===== config.mk =====
export PLATFORM = sky130hd
export DESIGN_NAME = converter_start_and_control
export DESIGN_NICKNAME = d
export VERILOG_FILES = /design/src/rtl/converter_pkg.sv /design/src/rtl/converter_start_and_control.sv
export VERILOG_INCLUDE_DIRS = /design/src /design/src/rtl
export SDC_FILE = /design/constraint.sdc
export NUM_CORES = 1
export LEC_CHECK = 0
export ABC_AREA = 1
export BUFFER_PORTS_ARGS = -buffer_cell sky130_fd_sc_hd__buf_2
export CAP_MARGIN = 20
export CORE_MARGIN = 2
export CORE_UTILIZATION = 49
export CTS_BUF_LIST = sky130_fd_sc_hd__clkbuf_8
export DETAILED_ROUTE_END_ITERATION = 12
export GPL_ROUTABILITY_DRIVEN = 0
export PLACE_DENSITY = 0.78
export SLEW_MARGIN = 0
export SYNTH_ARGS = -nofsm -noshare
export SYNTH_HDL_FRONTEND = slang
export SYNTH_SLANG_ARGS = --single-unit

===== constraint.sdc =====
create_clock -name i_clk -period 1.5 [get_ports i_clk]
set_input_delay 0.15 -clock i_clk [delete_from_list [all_inputs] [get_ports i_clk]]
set_output_delay 0.15 -clock i_clk [all_outputs]
set_load 0.01 [all_outputs]

===== src/rtl/converter_regs.svh =====
`ifndef CONVERTER_REGS_SVH
`define CONVERTER_REGS_SVH

// ----------------------------------------
// Register map and field positions
// ----------------------------------------
`define CTRL_ADDR 8'hd9
`define CTRL_RESET 8'h00
`define INT_STATUS_ADDR 8'he0
`define INT_MASK_ADDR 8'he1
`define BIT_DONE 7
`define BIT_BUSY 6
`define BIT_DIR 5
`define BIT_EN 4
`define BIT_ALIGN 3
`define ACK_MSB 2

// ----------------------------------------
// Timing counts
// ----------------------------------------
`define ADC_CYCLES 4'd13
`define DAC_CYCLES 4'd11
`define RC_DIV 3'd4

`endif


===== src/rtl/converter_pkg.sv =====
package converter_pkg;
    typedef enum logic [1:0] {
        TRIG_SW = 2'h0,
        TRIG_T0 = 2'h1,
        TRIG_T1 = 2'h2,
        TRIG_T2 = 2'h3
    } trigger_t;

    typedef enum logic [1:0] {
        ST_IDLE = 2'h1,
        ST_CONV = 2'h2
    } conv_state_t;
endpackage


===== src/rtl/converter_start_and_control.sv =====
// Behaviour
// - Software start bit begins exactly one conversion
// - Busy reads one during conversion, auto-clears
// - Trigger select field chooses start source
// - Selected timer overflow starts each conversion
// - Hardware sets and clears busy in timer mode
// - Done flag set on completion, cleared on vector
// - Bit 5 selects DAC or ADC direction
// - Bit 4 enables converter; start needs it
// - Alignment bit: right sign-extend or left zero-fill
// - Clock select: RC/4 or sysclk divided 2..128
// - Control register at D9H, resets zero
// - ADC conversion lasts 13 converter clocks
// - DAC conversion lasts 11 converter clocks
// - ADC end sets done and writes result
//
// The plain strobed port was decided locally.
`timescale 1ns/1ns
`default_nettype none
`include "converter_regs.svh"

// ----------------------------------------
// Operating notes
// ----------------------------------------
// The converter clock is never a real clock here. Every converter
// cycle is a one-cycle enable pulse on the system clock, so all state
// stays in one domain and no handshake between clocks is needed.
// With code 000 the pulse follows every fourth rising edge of the
// oscillator pin, seen through a two-stage synchroniser. That adds
// two to three system cycles of latency and one cycle of jitter. The
// oscillator must run well below half the system clock, or edges
// are lost.
// With codes 001 to 111 the pulse is a tap of a free-running 7-bit
// prescaler. A start does not restart the prescaler, so the first
// converter cycle may be short by up to one period. This trades exact
// phase for a cheaper counter.
// The sequencer counts a conversion in converter cycles. The busy bit
// is a copy of the sequencer state: it rises on the edge that accepts
// the start and falls on the edge that ends the conversion.
// A software start needs enable set by an earlier write. A write that
// sets enable and busy together is taken as enable only.
// Clearing enable while busy abandons the conversion, with no done
// flag and no new result.
// Software cannot write done or busy. Done clears only when the
// interrupt vector is taken. A finish in the same cycle wins, so that
// no completion is lost.
// The status register keeps the done (bit 0) and start (bit 1) events
// as sticky bits, cleared by writing ones. The mask register gates them
// onto the level interrupt output. An event in the same cycle as its
// clear leaves the bit set.
// Timer overflows are pulses from the same clock domain and are not
// synchronised. Overflows that arrive while busy are dropped.
// Results are only taken in converter mode. In output mode the result
// register keeps the last converted value.

module converter_start_and_control
    import converter_pkg::*;
(
    // Clock and reset
    input wire logic i_clk,
    input wire logic i_reset,
    // Register port
    input wire logic [7:0] i_addr,
    input wire logic [7:0] i_wdata,
    input wire logic i_wr,
    input wire logic i_rd,
    output logic [7:0] o_rdata,
    // Trigger and clock sources
    input wire logic [1:0] i_trigger_select,
    input wire logic i_timer0_ovf,
    input wire logic i_timer1_ovf,
    input wire logic i_timer2_ovf,
    input wire logic i_rc_osc,
    input wire logic i_isr_vector,
    // Converter analog side
    input wire logic [9:0] i_adc_raw,
    output logic [15:0] o_result,
    output logic o_converter_enable,
    output logic o_dac_mode,
    output logic o_conv_clk_en,
    output logic o_busy,
    output logic o_irq
);

    // ----------------------------------------
    // Synchronisers for the RC oscillator pin
    // ----------------------------------------
    logic rc_s1_r, rc_s2_r, rc_s3_r;
    always_ff @(posedge i_clk) begin
        if (i_reset) begin
            rc_s1_r <= 1'b0;
            rc_s2_r <= 1'b0;
            rc_s3_r <= 1'b0;
        end else begin
            rc_s1_r <= i_rc_osc;
            rc_s2_r <= rc_s1_r;
            rc_s3_r <= rc_s2_r;
        end
    end

    // ----------------------------------------
    // Result formatting shared by the alignment choice
    // ----------------------------------------
    function automatic logic [15:0] align_result(input logic [9:0] raw, input logic left);
        if (left) begin
            align_result = {raw, 6'h00};
        end else begin
            align_result = {{6{raw[9]}}, raw};
        end
    endfunction

    // ----------------------------------------
    // Registers
    // ----------------------------------------
    logic [7:0] ctrl_r, ctrl_nxt;
    logic [1:0] ista_r, ista_nxt;
    logic [1:0] imask_r, imask_nxt;
    logic [15:0] result_r, result_nxt;
    logic [6:0] presc_r, presc_nxt;
    logic [2:0] rc_cnt_r, rc_cnt_nxt;
    logic [3:0] cyc_r, cyc_nxt;
    conv_state_t state_r, state_nxt;
    logic [7:0] rdata_nxt;

    logic ctrl_wr, tick, rc_rise, timer_ovf, start, finish;
    trigger_t trig;

    // ----------------------------------------
    // Converter clock enable
    // ----------------------------------------
    // RC edges counted by four, or a tap of the free prescaler
    always_comb begin
        rc_rise = rc_s2_r & ~rc_s3_r;
        rc_cnt_nxt = rc_cnt_r;
        presc_nxt = presc_r + 7'h01;
        tick = 1'b0;
        if (ctrl_r[`ACK_MSB:0] == 3'h0) begin
            if (rc_rise) begin
                rc_cnt_nxt = (rc_cnt_r == `RC_DIV - 3'd1) ? 3'd0 : rc_cnt_r + 3'd1;
                tick = (rc_cnt_r == `RC_DIV - 3'd1);
            end
        end else begin
            // Divide by 2^code: low code bits of the prescaler all ones
            tick = ((presc_r | ~((7'h01 << ctrl_r[`ACK_MSB:0]) - 7'h01)) == 7'h7f);
        end
    end

    // ----------------------------------------
    // Start source selection and conversion sequencing
    // ----------------------------------------
    always_comb begin
        trig = trigger_t'(i_trigger_select);
        ctrl_wr = i_wr && i_addr == `CTRL_ADDR;
        case (trig)
            TRIG_T0: timer_ovf = i_timer0_ovf;
            TRIG_T1: timer_ovf = i_timer1_ovf;
            TRIG_T2: timer_ovf = i_timer2_ovf;
            default: timer_ovf = 1'b0;
        endcase
        start = 1'b0;
        finish = 1'b0;
        state_nxt = state_r;
        cyc_nxt = cyc_r;
        case (state_r)
            ST_IDLE: begin
                // Enable must already be set; a write of zero does nothing
                if (ctrl_r[`BIT_EN]) begin
                    if (trig == TRIG_SW) begin
                        start = ctrl_wr && i_wdata[`BIT_BUSY];
                    end else begin
                        start = timer_ovf;
                    end
                end
                if (start) begin
                    state_nxt = ST_CONV;
                    cyc_nxt = 4'd0;
                end
            end
            ST_CONV: begin
                // Overflows and start writes here are ignored
                if (!ctrl_r[`BIT_EN]) begin
                    state_nxt = ST_IDLE; // Disabling aborts without a done flag
                end else if (tick) begin
                    if (cyc_r == (ctrl_r[`BIT_DIR] ? `DAC_CYCLES : `ADC_CYCLES) - 4'd1) begin
                        finish = 1'b1;
                        state_nxt = ST_IDLE;
                    end else begin
                        cyc_nxt = cyc_r + 4'd1;
                    end
                end
            end
            default: state_nxt = ST_IDLE;
        endcase
    end

    // ----------------------------------------
    // Control, interrupt and result next values
    // ----------------------------------------
    always_comb begin
        ctrl_nxt = ctrl_r;
        if (ctrl_wr) begin
            // Busy and done are hardware-owned; software writes the rest
            ctrl_nxt[5:0] = i_wdata[5:0];
        end
        ctrl_nxt[`BIT_BUSY] = (state_nxt == ST_CONV);
        if (i_isr_vector) begin
            ctrl_nxt[`BIT_DONE] = 1'b0;
        end
        if (finish) begin
            ctrl_nxt[`BIT_DONE] = 1'b1;
        end
        result_nxt = result_r;
        if (finish && !ctrl_r[`BIT_DIR]) begin
            result_nxt = align_result(i_adc_raw, ctrl_r[`BIT_ALIGN]);
        end
        // Status bit 0 done, bit 1 started; set beats write-one clear
        ista_nxt = ista_r;
        if (i_wr && i_addr == `INT_STATUS_ADDR) begin
            ista_nxt = ista_r & ~i_wdata[1:0];
        end
        ista_nxt = ista_nxt | {start, finish};
        imask_nxt = imask_r;
        if (i_wr && i_addr == `INT_MASK_ADDR) begin
            imask_nxt = i_wdata[1:0];
        end
        rdata_nxt = 8'h00;
        if (i_rd) begin
            case (i_addr)
                `CTRL_ADDR: rdata_nxt = ctrl_r;
                `INT_STATUS_ADDR: rdata_nxt = {6'h00, ista_r};
                `INT_MASK_ADDR: rdata_nxt = {6'h00, imask_r};
                default: rdata_nxt = 8'h00;
            endcase
        end
    end

    // ----------------------------------------
    // State registers
    // ----------------------------------------
    // Sequencer and converter clock dividers
    always_ff @(posedge i_clk) begin
        if (i_reset) begin
            presc_r <= 7'h00;
            rc_cnt_r <= 3'd0;
            cyc_r <= 4'd0;
            state_r <= ST_IDLE;
        end else begin
            presc_r <= presc_nxt;
            rc_cnt_r <= rc_cnt_nxt;
            cyc_r <= cyc_nxt;
            state_r <= state_nxt;
        end
    end

    // Control register
    always_ff @(posedge i_clk) begin
        if (i_reset) begin
            ctrl_r <= `CTRL_RESET;
        end else begin
            ctrl_r <= ctrl_nxt;
        end
    end

    // Interrupt status and mask
    always_ff @(posedge i_clk) begin
        if (i_reset) begin
            ista_r <= 2'h0;
            imask_r <= 2'h0;
        end else begin
            ista_r <= ista_nxt;
            imask_r <= imask_nxt;
        end
    end

    // Result and read data; read data stands for one cycle only
    always_ff @(posedge i_clk) begin
        if (i_reset) begin
            result_r <= 16'h0000;
            o_rdata <= 8'h00;
        end else begin
            result_r <= result_nxt;
            o_rdata <= rdata_nxt;
        end
    end

    // ----------------------------------------
    // Outputs
    // ----------------------------------------
    assign o_result = result_r;
    assign o_converter_enable = ctrl_r[`BIT_EN];
    assign o_dac_mode = ctrl_r[`BIT_DIR];
    assign o_conv_clk_en = tick;
    assign o_busy = ctrl_r[`BIT_BUSY];
    assign o_irq = |(ista_r & imask_r);

endmodule
`default_nettype wire


# After elaboration in Yosys (flattened, before gate mapping)
# Index checks and enable logic that the tools add are counted.
dict set report op_classes {
  bitwise_logic 9
  reduce_logical 14
  shift 1
  add_sub_neg 5
  eq_ne 16
  n_mux 28
}
# operator n
set op_table {}
lappend op_table {{8-bit == test (second input constant)} 3}
lappend op_table {{8-bit one-hot mux with 3 select lines} 1}
lappend op_table {{4-bit 2-to-1 mux} 4}
lappend op_table {{15-bit 2-to-1 mux} 1}
lappend op_table {{1-bit 2-to-1 mux} 12}
lappend op_table {{2-bit 2-to-1 mux} 5}
lappend op_table {{2-bit == test (second input constant)} 4}
lappend op_table {{4-bit one-hot mux with 2 select lines} 1}
lappend op_table {{7-bit by 1-bit adder with 7-bit output (second input constant)} 1}
lappend op_table {{7-bit == test (second input constant)} 1}
lappend op_table {{7-bit inverter} 1}
lappend op_table {{7-bit OR} 1}
lappend op_table {{1-bit by 3-bit left shift with 7-bit output (first input constant)} 1}
lappend op_table {{7-bit by 1-bit subtractor with 7-bit output (second input constant)} 1}
lappend op_table {{3-bit 2-to-1 mux} 2}
lappend op_table {{2-bit inequality test (second input constant)} 3}
lappend op_table {{1-bit logical AND} 5}
lappend op_table {{5-bit AND reduction} 1}
lappend op_table {{4-bit by 1-bit adder with 4-bit output (second input constant)} 1}
lappend op_table {{2-bit bitwise AND} 2}
lappend op_table {{2-bit by 1-bit == test with 1-bit output (second input constant)} 2}
lappend op_table {{4-bit == test} 1}
lappend op_table {{2-bit one-hot mux with 2 select lines} 1}
lappend op_table {{2-bit nonzero test} 2}
lappend op_table {{other kinds (14)} 16}
dict set report word_totals {
  ff_bits 55
  word_cells 87
  inputBits 37
  out_inout_bits 29
}

# Logic depth before layout (Yosys ltp)
# Gate-level depths: netlist (run 1).
dict set report depth {
  depth_word 10
  mapped_depth 14
  mapped_depth_nobuf 14
}

# Worst setup path before layout (run 1)
# Ideal clock, no wire load.
dict set report synth_path {
  path_type {register to register}
  from {reg ctrl_r[5]}
  to {reg result_r[10], in the netlist o_result[10]}
  setup_slack_ns -0.044
  stages_incl_launch_ff 9
  arrival_ns 1.408
  required_time_ns 1.364
  cell_sequence {dfxtp_1 inv_2 o21ai_1 nand4_1 inv_2 nand4_2 buf_2 nand2_1 a21oi_2}
}
dict set report synth_between {
  elab_chain_cells 8
}
# element line
set synth_lines {}
lappend synth_lines {{start, declared} converter_start_and_control.sv:115} ;# logic [7:0] ctrl_r, ctrl_nxt;
lappend synth_lines {{start signal, assigned} converter_start_and_control.sv:258} ;# ctrl_r <= `CTRL_RESET;
lappend synth_lines {{start signal, assigned} converter_start_and_control.sv:260} ;# ctrl_r <= ctrl_nxt;
lappend synth_lines {{3-bit 2-to-1 mux (no line)} --}
lappend synth_lines {{4-bit by 1-bit subtractor with 4-bit output} converter_start_and_control.sv:184} ;# if (cyc_r == (ctrl_r[`BIT_DIR] ? `DAC_CYCLES : `ADC_CYCLES) - 4'd1) begin
lappend synth_lines {{4-bit == test} converter_start_and_control.sv:184}
lappend synth_lines {{1-bit 2-to-1 mux} converter_start_and_control.sv:184}
lappend synth_lines {{1-bit 2-to-1 mux} converter_start_and_control.sv:183} ;# end else if (tick) begin
lappend synth_lines {{1-bit 2-to-1 mux} converter_start_and_control.sv:181} ;# if (!ctrl_r[`BIT_EN]) begin
lappend synth_lines {{1-bit 2-to-1 mux} converter_start_and_control.sv:164} ;# case (state_r)
lappend synth_lines {{1-bit logical AND *} converter_start_and_control.sv:213} ;# if (finish && !ctrl_r[`BIT_DIR]) begin
lappend synth_lines {{end signal, assigned} converter_start_and_control.sv:281} ;# result_r <= result_nxt;
lappend synth_lines {{end, declared} converter_start_and_control.sv:118} ;# logic [15:0] result_r, result_nxt;
# Every way passes the cells marked *; elsewhere a longest branch is shown, timed or not.
# A chain may end at the register's enable or synchronous reset.

# Worst setup path after layout (run 1)
dict set report layout_path {
  from {reg ctrl_r[1]}
  to {out o_conv_clk_en}
}
dict set report layout_between {
  elab_chain_cells 6
}
# element line
set layout_lines {}
lappend layout_lines {{1-bit by 3-bit left shift with 7-bit output} converter_start_and_control.sv:144} ;# tick = ((presc_r | ~((7'h01 << ctrl_r[`ACK_MSB:0]) - 7'h01)) == 7'h7f);
lappend layout_lines {{7-bit by 1-bit subtractor with 7-bit output} converter_start_and_control.sv:144}
lappend layout_lines {{7-bit inverter} converter_start_and_control.sv:144}
lappend layout_lines {{7-bit OR} converter_start_and_control.sv:144}
lappend layout_lines {{7-bit == test} converter_start_and_control.sv:144}
lappend layout_lines {{1-bit 2-to-1 mux *} converter_start_and_control.sv:137} ;# if (ctrl_r[`ACK_MSB:0] == 3'h0) begin
lappend layout_lines {{end, declared} converter_start_and_control.sv:80} ;# output logic o_conv_clk_en,
# Marked as above.

==> results of run 1 <==
-- metal layers --
| metal | vias to the layer above | wire (microns) | track usage [%] |
|---|---|---|---|
| met4 | 0 | 76 | 4.55 |
| met2 | 80 | 2840 | 35.0 |
| li1 | 1286 | - | - |
| met1 | 1120 | 2820 | 27.4 |
| met5 | - | 0 | 0 |
| met3 | 8 | 383 | 5.09 |
-- layout by cell type (no fill, tap or decap), types with 2 or more instances in the layout --
cell type | synthesis | routed
nand2_1 | 83 | 69
buf_2 | 1 | 63
dfxtp_1 | 55 | 50
inv_1 | 46 | 47
nor2_1 | 38 | 33
a21oi_1 | 28 | 24
buf_4 | 0 | 22
nand2_2 | 10 | 21
o21ai_0 | 18 | 18
a21oi_2 | 10 | 14
nand3_1 | 17 | 14
nor3_1 | 7 | 7
nor2_2 | 0 | 5
ha_1 | 5 | 5
clkbuf_8 | 0 | 5
nand2_4 | 1 | 4
inv_2 | 3 | 3
nand3_2 | 0 | 3
nand4_1 | 3 | 3
dfxtp_4 | 0 | 3
buf_6 | 0 | 3
buf_12 | 1 | 3
or2_2 | 2 | 2
a31oi_1 | 2 | 2
xnor2_1 | 2 | 2
dfxtp_2 | 0 | 2
-- power by group through the flow --
stage / sequential (mW) / combinational [mW] / clock (mW)
final: 1.48 / 0.205 / 0.762
after global routing: 1.48 / 0.231 / 0.824
after CTS: 1.48 / 0.201 / 0.779
after detailed placement: 1.52 / 0.198 / 0
after global placement: 1.52 / 0.194 / 0
after floorplan: 1.52 / 0.107 / 0
-- flip-flops by register name (all words and copies together), names as in the netlist --
name	cells
ctrl_r	8
cyc_r	4
imask_r	2
ista_r	2
o_rdata	8
o_result	16
presc_r	7
rc_cnt_r	3
rc_s1_r	1
rc_s2_r	1
rc_s3_r	1
state_r	2
-- worst max-delay path by stage --
stage / to / slack (ns) / cells past startpoint / startpoint
after CTS: o_conv_clk_en / -0.06 / 7 / ctrl_r[2]
after floorplan: o_result[10] / 0.02 / 9 / ctrl_r[1]
final: o_conv_clk_en / -0.05 / 7 / ctrl_r[1]
after global placement: o_result[1] / -0.03 / 10 / ctrl_r[1]
after detailed placement: o_result[4] / -0.13 / 10 / ctrl_r[1]
after global routing: o_result[13] / -0.13 / 11 / ctrl_r[1]
-- repair_timing --
item | 4_1_cts | 5_1_grt
setup endpoints to repair | 21 | 26
buffers inserted | 6 | 0
resized for setup | 17 | 25
gates cloned | 0 | 1
pin swaps | 8 | 13
hold endpoints to repair | 0 | 0
-- stage by stage --
step                      setup TNS [ns]  setup slack (ns)  total power, mW
after floorplan                        0            0.0235             1.62
after global placement            -0.392           -0.0343             1.71
after detailed placement           -1.66            -0.128             1.72
after CTS                         -0.471           -0.0582             2.46
after global routing               -2.19            -0.127             2.54
final                             -0.495           -0.0475             2.45
-- worst max-delay path, stage by stage (launching register included) --
cell and delay [ns]:
dfxtp_4 0.38, o21bai_1 0.16, nand3_2 0.09, nor2_2 0.11, nand2_2 0.07, nand2_4 0.10
buf_6 0.10, buf_6 0.09
-- kinds of logic after synthesis --
family / Yosys count
xor+xnor: 3
simple gates: 164
buf+inv: 59
compound gates: 65
flops: 55
fa+ha+maj: 5
-- final cells by class --
type / instances / area share [%]
Sequential cell: 55 / 33.1
Clock buffer: 5 / 2.04
Timing Repair Buffer: 92 / 17.8
Multi-Input combinational cell: 237 / 38.6
Tap cell: 70 / 2.60
Clock inverter: 3 / 0.371
Inverter: 49 / 5.53
==> out/qor.csv, run 1 <==
stage;metric;value;unit
synthesis;complex-gate fraction of the synthesized area;15.0;%
layout;final net count;482;
drt;Avg Vias per Cell;4.88;
pwr;worst vdd ir;0.000547;V
layout;share of cells above drive strength 1;36.1;%
pwr;switching pwr;0.577;mW
layout;Final Util;66.8;%
place;Placed Area;0.00306;sq mm
clock_network;Num Clock Sinks;55;
run;max capacitance violation total;0;
sta;Final period util;103;%
worst_hold_path;Hold Path Depth;3;
clock_network;cts bufs inserted;5;
synthesis;Post-Syn Instances;351;
synthesis;synthesis warning total;0;
sta;Tmin final;1.55;ns
synthesis;ys async rst share;0;%
synthesis;multiplexer share of the synthesized area;0;%
layout;n_diodes;0;
synthesis;Syn Area/Cell;7.24;sq um
worst_hold_path;Hold Crit Endpoint;rc_s1_r;
worst_hold_path;Min-Delay Path Class;in2reg;
synthesis;area share of and/or/nand/nor cells after synthesis;28.7;%
synthesis;Synth top cells by count;83 x nand2_1, 55 x dfxtp_1, 46 x inv_1, 38 x nor2_1, 28 x a21oi_1;
synthesis;EDFF count, synth;0;
floorplan;overall die area;0.00578;sq mm
place;Buffers on Ports;64;
setup_path;reg-to-reg slack, setup;-0.04;ns
pwr;Pint;1.87;mW
floorplan;die width;76.0;microns
sta;final hold slack;0.0451;ns
layout;Syn-to-layout area delta;32.7;%
drt;DR WL/cell;12.0;microns
pwr;power density cells;726;mW/mm^2
sta;setup ws final;-0.0475;ns
global_route;vias in the first global route;2335;
pwr;sequential fraction of design power;60.4;%
clock_network;Clock Latency Late Sink;0.30;ns
layout;register area;0.00111;sq mm
clock_network;H-tree levels;2;
sta;f_max;646;MHz
floorplan;die height;76.0;microns
place;DPL Wire Length;4.19;mm
global_route;largest net degree at the start of global routing;35;
synthesis;xor and xnor area share after synthesis;1.03;%
floorplan;core area;0.00504;sq mm
synthesis;Syn Nets;393;
synthesis;adder-cell area share of the yosys netlist;2.46;%
setup_path;CP startpoint kind;register;
clock_network;clk slew on worst S/H paths;0.09;ns
setup_path;crit-path max FO;6;
global_route;GR Util All Layers;20.8;%
synthesis;share of the yosys chip area belonging to registers;43.3;%
drt;DRC;0;
synthesis;Unique masters post-synth;31;
synthesis;Primary FF master, synth;dfxtp_1;
global_route;first-pass GRT wire length;10.1;mm
sta;final setup skew;0.00444;ns
clock_network;CTS tree;done;
setup_path;Setup Crit Path Kind;reg2out;
synthesis;Area contributors post-synth;dfxtp_1 43%, nand2_1 12%, inv_1 6.8%;
synthesis;Synth Cell Area;0.00254;sq mm
drt;Starting DRT DRC Count;111;
floorplan;# IOs;66;
drt;Post-DRT Antenna Nets;0;
drt;1st-pass router iterations;4;
sta;max-slew violation count;0;
sta;Slew @ Worst Pin;0.432;ns
clock_network;root buf cell;clkbuf_8;
pwr;Gate power share;8.4;%
synthesis;top cell type's share of synthesized area;43.3;%
clock_network;post-cts hold buffer count;0;
run_status;failing checks;setup timing;
setup_path;Register-to-Register Path Depth;10;
layout;fill count;389;
sta;relative slew slack;71.2;%
sta;# setup viols final;17;
layout;Non-Filler Instances;511;
floorplan;number of core rows;26;
synthesis;FF+latch count, synth;55;
layout;area of the multi-input gates;0.00130;sq mm
global_route;antenna violations before repair;0;
synthesis;most common cell in the netlist;nand2_1;
synthesis;largest family of logic cells by synthesized area;simple AND/OR/NAND/NOR gates;
global_route;grt ovf;0;
drt;Total Routed Length;6.13;mm
place;placed cells;496;
pwr;Clock Power Share;31.2;%
setup_path;Worst R2R Start;ctrl_r[1];
sta;final number of hold-violating endpoints;0;
floorplan;Initial Util;50.4;%
pwr;switch share;23.6;%
layout;Final Instance Area;0.00337;sq mm
synthesis;Yosys top cell by area;dfxtp_1;
drt;via count;2494;
clock_network;Max clock buf depth;2;
pwr;leak pwr;1.54;nW
worst_hold_path;hold_sp;i_rc_osc;
run_status;status;finished, violations left;
setup_path;WP data required;1.35;ns
setup_path;CP arrival;1.40;ns
sta;RSZ-0062 raised after global routing;yes;
setup_path;R2R Path End;o_result[11];
setup_path;Setup crit end kind;primary output;
Note: power is estimated with default switching activity, not from simulation.
==> inputs of run 2 (changes only) <==
- ABC_AREA: 1 -> 0
- CTS_CLUSTER_DIAMETER: unset -> 200
==> run 2 against run 1 <==
The flow still finishes with violations (setup timing); worst hold slack worse by 0.0098 ns; die area is 2.6% lower; global-route usage is 0.65 points higher; fmax is 22% lower; critical path type is now reg2reg; critical endpoint is now o_result[5]; largest power group unchanged.
==> out/qor.csv, run 2 <==
stage;metric;value;unit
layout;Syn-to-layout area delta;43.4;%
synthesis;Unique masters post-synth;49;
setup_path;buffer and inverter count on the worst path;3;
drt;Starting DRT DRC Count;182;
layout;share of cells above drive strength 1;43.4;%
run;max capacitance violation total;0;
layout;n_diodes;0;
setup_path;Setup crit end kind;register;
floorplan;die width;75.0;microns
setup_path;WP data required;1.76;ns
clock_network;Num Clock Sinks;55;
sta;RSZ-0062 raised after global routing;yes;
run_status;failing checks;setup timing;
layout;most frequent cells in the layout;64 x buf_2, 53 x buf_4, 50 x dfxtp_1;
setup_path;CP startpoint kind;register;
drt;Total Routed Length;6.56;mm
layout;commonest non-fill, non-tap cell in the layout;buf_2;
setup_path;max incr delay on CP;0.37;ns
drt;DR WL/cell;14.4;microns
setup_path;Worst path slowest cell;dfxtp_4;
sta;setup ws final;-0.490;ns
clock_network;Max clock buf depth;2;
setup_path;R2R Path End;o_result[5];
global_route;GR Util All Layers;21.5;%
sta;# setup viols final;26;
setup_path;Critical Path End;o_result[5];
synthesis;Primary FF master, synth;dfxtp_1;
sta;Final period util;133;%
sta;relative slew slack;60.7;%
synthesis;top cell type's share of synthesized area;44.6;%
sta;Fin Setup TNS;-10.55;ns
worst_hold_path;Min-Delay Path Class;in2reg;
floorplan;core area;0.00479;sq mm
place;DPL Wire Length;4.37;mm
place;Buffers on Ports;64;
setup_path;Setup Crit Path Kind;reg2reg;
sta;final setup skew;0.0124;ns
floorplan;die height;75.0;microns
sta;f_max;503;MHz
floorplan;number of core rows;25;
clock_network;post-cts hold buffer count;0;
layout;fill count;334;
synthesis;Yosys top cell by area;dfxtp_1;
clock_network;CTS tree;done;
setup_path;Worst R2R Start;ctrl_r[2];
synthesis;ys async rst share;0;%
layout;final net count;428;
floorplan;# IOs;66;
synthesis;Area contributors post-synth;dfxtp_1 45%, a21oi_1 5.5%, nor2_1 3.8%;
global_route;vias in the first global route;2186;
setup_path;cell breakdown of the critical path;and4bb_1 -> a211o_1 -> nand4b_4 -> a2111oi_4 -> buf_6 -> buf_4 -> buf_8 -> nand3b_1 -> a21oi_1;
global_route;grt ovf;0;
setup_path;reg-to-reg slack, setup;-0.49;ns
place;placed cells;437;
clock_network;clk slew on worst S/H paths;0.11;ns
sta;final number of hold-violating endpoints;0;
clock_network;root buf cell;clkbuf_8;
setup_path;number of cells on the critical path;9;
synthesis;FF+latch count, synth;55;
floorplan;overall die area;0.00562;sq mm
drt;DRC;0;
drt;1st-pass router iterations;4;
pwr;worst vdd ir;0.000586;V
clock_network;Clock Latency Late Sink;0.32;ns
layout;Non-Filler Instances;454;
sta;max-slew violation count;0;
synthesis;Synth top cells by count;55 x dfxtp_1, 27 x a21oi_1, 25 x nor2_1, 22 x nand2_1, 13 x nand2b_1;
global_route;largest net degree at the start of global routing;29;
pwr;power density cells;724;mW/mm^2
layout;max reg flops;16;
sta;Tmin final;1.99;ns
clock_network;H-tree levels;2;
sta;Slew @ Worst Pin;0.588;ns
synthesis;Syn Nets;309;
setup_path;CP delay by family, top;compound AO/OA/AOI/OAI gates;
synthesis;EDFF count, synth;0;
pwr;leak pwr;1.55;nW
drt;via count;2414;
setup_path;CP Launch Point;ctrl_r[2];
run_status;status;finished, violations left;
synthesis;share of the yosys chip area belonging to registers;44.6;%
synthesis;Post-Syn Instances;267;
global_route;antenna violations before repair;0;
floorplan;Initial Util;51.6;%
clock_network;cts bufs inserted;5;
setup_path;crit-path max FO;7;
drt;Avg Vias per Cell;5.32;
synthesis;Syn Area/Cell;9.25;sq um
synthesis;synthesis warning total;0;
synthesis;Synth Cell Area;0.00247;sq mm
drt;Post-DRT Antenna Nets;0;
global_route;first-pass GRT wire length;9.29;mm
synthesis;most common cell in the netlist;dfxtp_1;
setup_path;Register-to-Register Path Depth;9;
setup_path;CP arrival;2.25;ns
-- run 2: cell count changes in the layout (fill, tap and decap cells not counted), moves of 12 or more --
cell     before  now
a21oi_2      14    2
nand2_1      69   20
inv_1        47    5
buf_4        22   53
nand2_2      21    1
o21ai_0      18    1
-- run 2: cell type report --
type / instances / area, sq um / share of cell area [%]
clock buffers: 5 / 68.8 / 1.94
clock inverters: 3 / 23.8 / 0.671
inverters: 5 / 18.8 / 0.530
multi-input cells: 195 / 1400 / 39.5
flip-flops and latches: 55 / 1110 / 31.4
well taps: 67 / 83.8 / 2.37
repair buffers: 124 / 837 / 23.6
-- run 2: how the worst min path moves through the flow --
stage	endpoint	start	depth (start not counted)
6_report	rc_s1_r	i_rc_osc	2
5_1_grt	rc_s1_r	i_rc_osc	2
4_1_cts	rc_s1_r	i_rc_osc	2
3_5_place_dp	rc_s1_r	i_rc_osc	2
3_3_place_gp	rc_s1_r	i_rc_osc	2
2_1_floorplan	rc_s1_r	i_rc_osc	1
-- run 2: cells by family (layout without fill, tap and decap cells) --
family | after synthesis | count (layout) | share of synthesized area [%]
AO/OA/AOI/OAI | 57 | 57 | 16.7
XOR/XNOR | 4 | 4 | 1.42
adder cells (fa/ha/maj) | 5 | 5 | 2.53
buffers and inverters | 17 | 137 | 3.50
flip-flops | 55 | 55 | 44.6
multiplexers | 13 | 13 | 5.52
AND/OR/NAND/NOR | 116 | 116 | 25.8
-- run 2: where the power goes --
part | internal (mW) | leakage [nW] | switching (mW) | total, mW
Clock | 0.338 | 0.0461 | 0.517 | 0.856
Sequential | 1.47 | 0.447 | 0.0118 | 1.48
Combinational | 0.116 | 1.05 | 0.109 | 0.225
-- run 2: what timing repair did --
| action | in CTS | in global routing |
|---|---|---|
| buffers inserted | 2 | 5 |
| resized for setup | 7 | 23 |
| pin swaps | 4 | 6 |
| cloned | 0 | 3 |
| endpoints found under the setup margin | 26 | 26 |
-- run 2: worst reg2reg max path: cells and delay by family, from the launching register on --
kind                   cells  cell delay (ns)
AO/OA/AOI/OAI              3             0.62
buffers and inverters      3             0.45
flip-flops                 1             0.37
AND/OR/NAND/NOR            3             0.51
-- run 2: stage by stage --
step	cell area (sq um)	util, %	setup WS (ns)	hold slack [ns]	total power, mW
floorplan	2500	-	-0.486	0.278	1.61
global placement	3230	67.5	-0.362	0.357	1.73
detailed placement	3230	67.5	-0.443	0.364	1.73
CTS	3350	69.9	-0.413	0.0267	2.57
global route	3540	74.0	-0.561	0.0361	2.66
finish	3540	74.0	-0.490	0.0352	2.56
-- run 2: routing by layer --
metal	track usage (%)	up-vias	wire length, microns	share of wire, %
met2	37.9	66	3460	53
met3	5.35	10	279	4.3
met5	0	-	0	0
li1	-	1187	-	-
met1	25.5	1151	2720	42
met4	7.14	0	91	1.4
==> inputs of run 3 (changes only) <==
- CELL_PAD_IN_SITES_DETAIL_PLACEMENT: unset -> 1
- CELL_PAD_IN_SITES_GLOBAL_PLACEMENT: unset -> 2
- CORE_UTILIZATION: 49 -> 29
- PLACE_DENSITY: 0.78 -> 0.77
==> run 3 against run 2 <==
The run still ends with setup timing left; critical path depth shrank 2; critical endpoint is now cyc_r[3]; largest cell class unchanged; worst hold slack better by 0.016 ns; sequential power is essentially flat; highest routed layer unchanged; global-route usage is 5.5 points lower; register-to-register slack better by 0.05 ns.
==> out/qor.csv, run 3 (synthesis gave the netlist of run 2 again) <==
stage;metric;value;unit
floorplan;Initial Util;30.1;%
setup_path;max incr delay on CP;0.48;ns
sta;Final period util;130;%
sta;Slew @ Worst Pin;0.486;ns
setup_path;Worst path slowest cell;or4_1;
setup_path;CP arrival;2.19;ns
pwr;Pint;1.95;mW
floorplan;# IOs;66;
setup_path;number of cells on the critical path;7;
worst_hold_path;Hold Path Depth;2;
sta;# setup viols final;26;
clock_network;root buf cell;clkbuf_8;
run_status;failing checks;setup timing;
floorplan;number of core rows;33;
global_route;vias in the first global route;2408;
global_route;largest net degree at the start of global routing;41;
place;Buffers on Ports;64;
setup_path;CP delay by family, top;simple AND/OR/NAND/NOR gates;
setup_path;Register-to-Register Path Depth;7;
drt;1st-pass router iterations;4;
setup_path;cell breakdown of the critical path;and4bb_1 -> a211o_1 -> nand4b_4 -> buf_4 -> a21o_1 -> or4_1 -> a21boi_1;
sta;final number of hold-violating endpoints;0;
clock_network;cts bufs inserted;5;
drt;Starting DRT DRC Count;57;
setup_path;WP data required;1.75;ns
pwr;power density cells;709;mW/mm^2
place;DPL Wire Length;5.17;mm
drt;Post-DRT Antenna Nets;0;
drt;DR WL/cell;14.3;microns
setup_path;crit-path max FO;5;
layout;share of cells above drive strength 1;43.8;%
layout;most frequent cells in the layout;64 x buf_2, 52 x buf_4, 50 x dfxtp_1;
drt;Avg Vias per Cell;4.82;
sta;relative slew slack;67.6;%
setup_path;CP startpoint kind;register;
layout;Syn-to-layout area delta;45.7;%
sta;RSZ-0062 raised after global routing;yes;
clock_network;CTS tree;done;
floorplan;die width;96.3;microns
pwr;worst vdd ir;0.000467;V
global_route;first-pass GRT wire length;11.5;mm
layout;Final Util;43.8;%
sta;max-slew violation count;0;
clock_network;H-tree levels;2;
layout;commonest non-fill, non-tap cell in the layout;buf_2;
pwr;switching pwr;0.602;mW
sta;Fin Setup TNS;-9.78;ns
run_status;status;finished, violations left;
floorplan;die height;96.3;microns
floorplan;core area;0.00822;sq mm
global_route;grt ovf;0;
clock_network;clk slew on worst S/H paths;0.09;ns
setup_path;buffer and inverter count on the worst path;1;
clock_network;Max clock buf depth;2;
clock_network;Clock Latency Late Sink;0.31;ns
drt;Total Routed Length;7.00;mm
pwr;sequential fraction of design power;58.1;%
sta;Tmin final;1.94;ns
setup_path;Setup crit end kind;register;
drt;DRC;0;
run;max capacitance violation total;0;
global_route;GR Util All Layers;16.0;%
setup_path;Setup Crit Path Kind;reg2reg;
clock_network;Num Clock Sinks;55;
clock_network;post-cts hold buffer count;0;
layout;n_diodes;0;
sta;setup ws final;-0.444;ns
sta;f_max;514;MHz
pwr;leak pwr;1.52;nW
drt;via count;2357;
pwr;switch share;23.6;%
pwr;Gate power share;9.2;%
layout;max reg flops;16;
layout;final net count;426;
worst_hold_path;Min-Delay Path Class;in2reg;
sta;final setup skew;0.00927;ns
global_route;antenna violations before repair;0;
floorplan;overall die area;0.00927;sq mm
pwr;Clock Power Share;32.7;%
-- run 3: repair_timing --
action	CTS	global route
gates resized for setup	17	17
buffers inserted	4	2
pin swaps	8	9
cloned	2	0
setup endpoints to repair	26	27
-- run 3: power groups by stage --
stage / logic, mW / registers, mW / clock network [mW]
floorplan: 0.0895 / 1.52 / 0
CTS: 0.229 / 1.48 / 0.880
global placement: 0.215 / 1.52 / 0
finish: 0.234 / 1.48 / 0.835
global route: 0.260 / 1.49 / 0.938
detailed placement: 0.221 / 1.52 / 0
-- run 3: per-layer routing --
layer / part of all wire (%) / track usage [%]
met5: 0 / 0
met4: 1.3 / 3.69
met2: 53 / 28.6
met1: 43 / 19.6
met3: 2.0 / 3.05
-- run 3: path summary, 6_finish.rpt --
check            start  endpoint  slack [ns]
max reg2reg  ctrl_r[0]  cyc_r[3]       -0.44
max          ctrl_r[0]  cyc_r[3]       -0.44
min           i_rc_osc   rc_s1_r        0.05
min reg2reg    rc_s1_r   rc_s2_r        0.45
-- run 3: layout make-up --
| class | instances | area, sq um |
|---|---|---|
| fill | 978 | 4620 |
| multi-input combinational | 195 | 1430 |
| sequential | 55 | 1110 |
| timing repair buffer | 122 | 816 |
| tap | 105 | 131 |
| clock buffer | 6 | 82.6 |
| inverter | 5 | 18.8 |
| clock inverter | 1 | 5.00 |
-- run 3: stage by stage --
stage	cells	instance area (sq um)	power (mW)	setup WS (ns)	hold slack [ns]
detailed placement	476	3280	1.74	-0.456	0.370
global route	489	3600	2.68	-0.537	0.0491
global placement	476	3280	1.73	-0.376	0.365
CTS	488	3510	2.59	-0.465	0.0433
finish	489	3600	2.55	-0.444	0.0516
floorplan	267	2500	1.61	-0.486	0.278
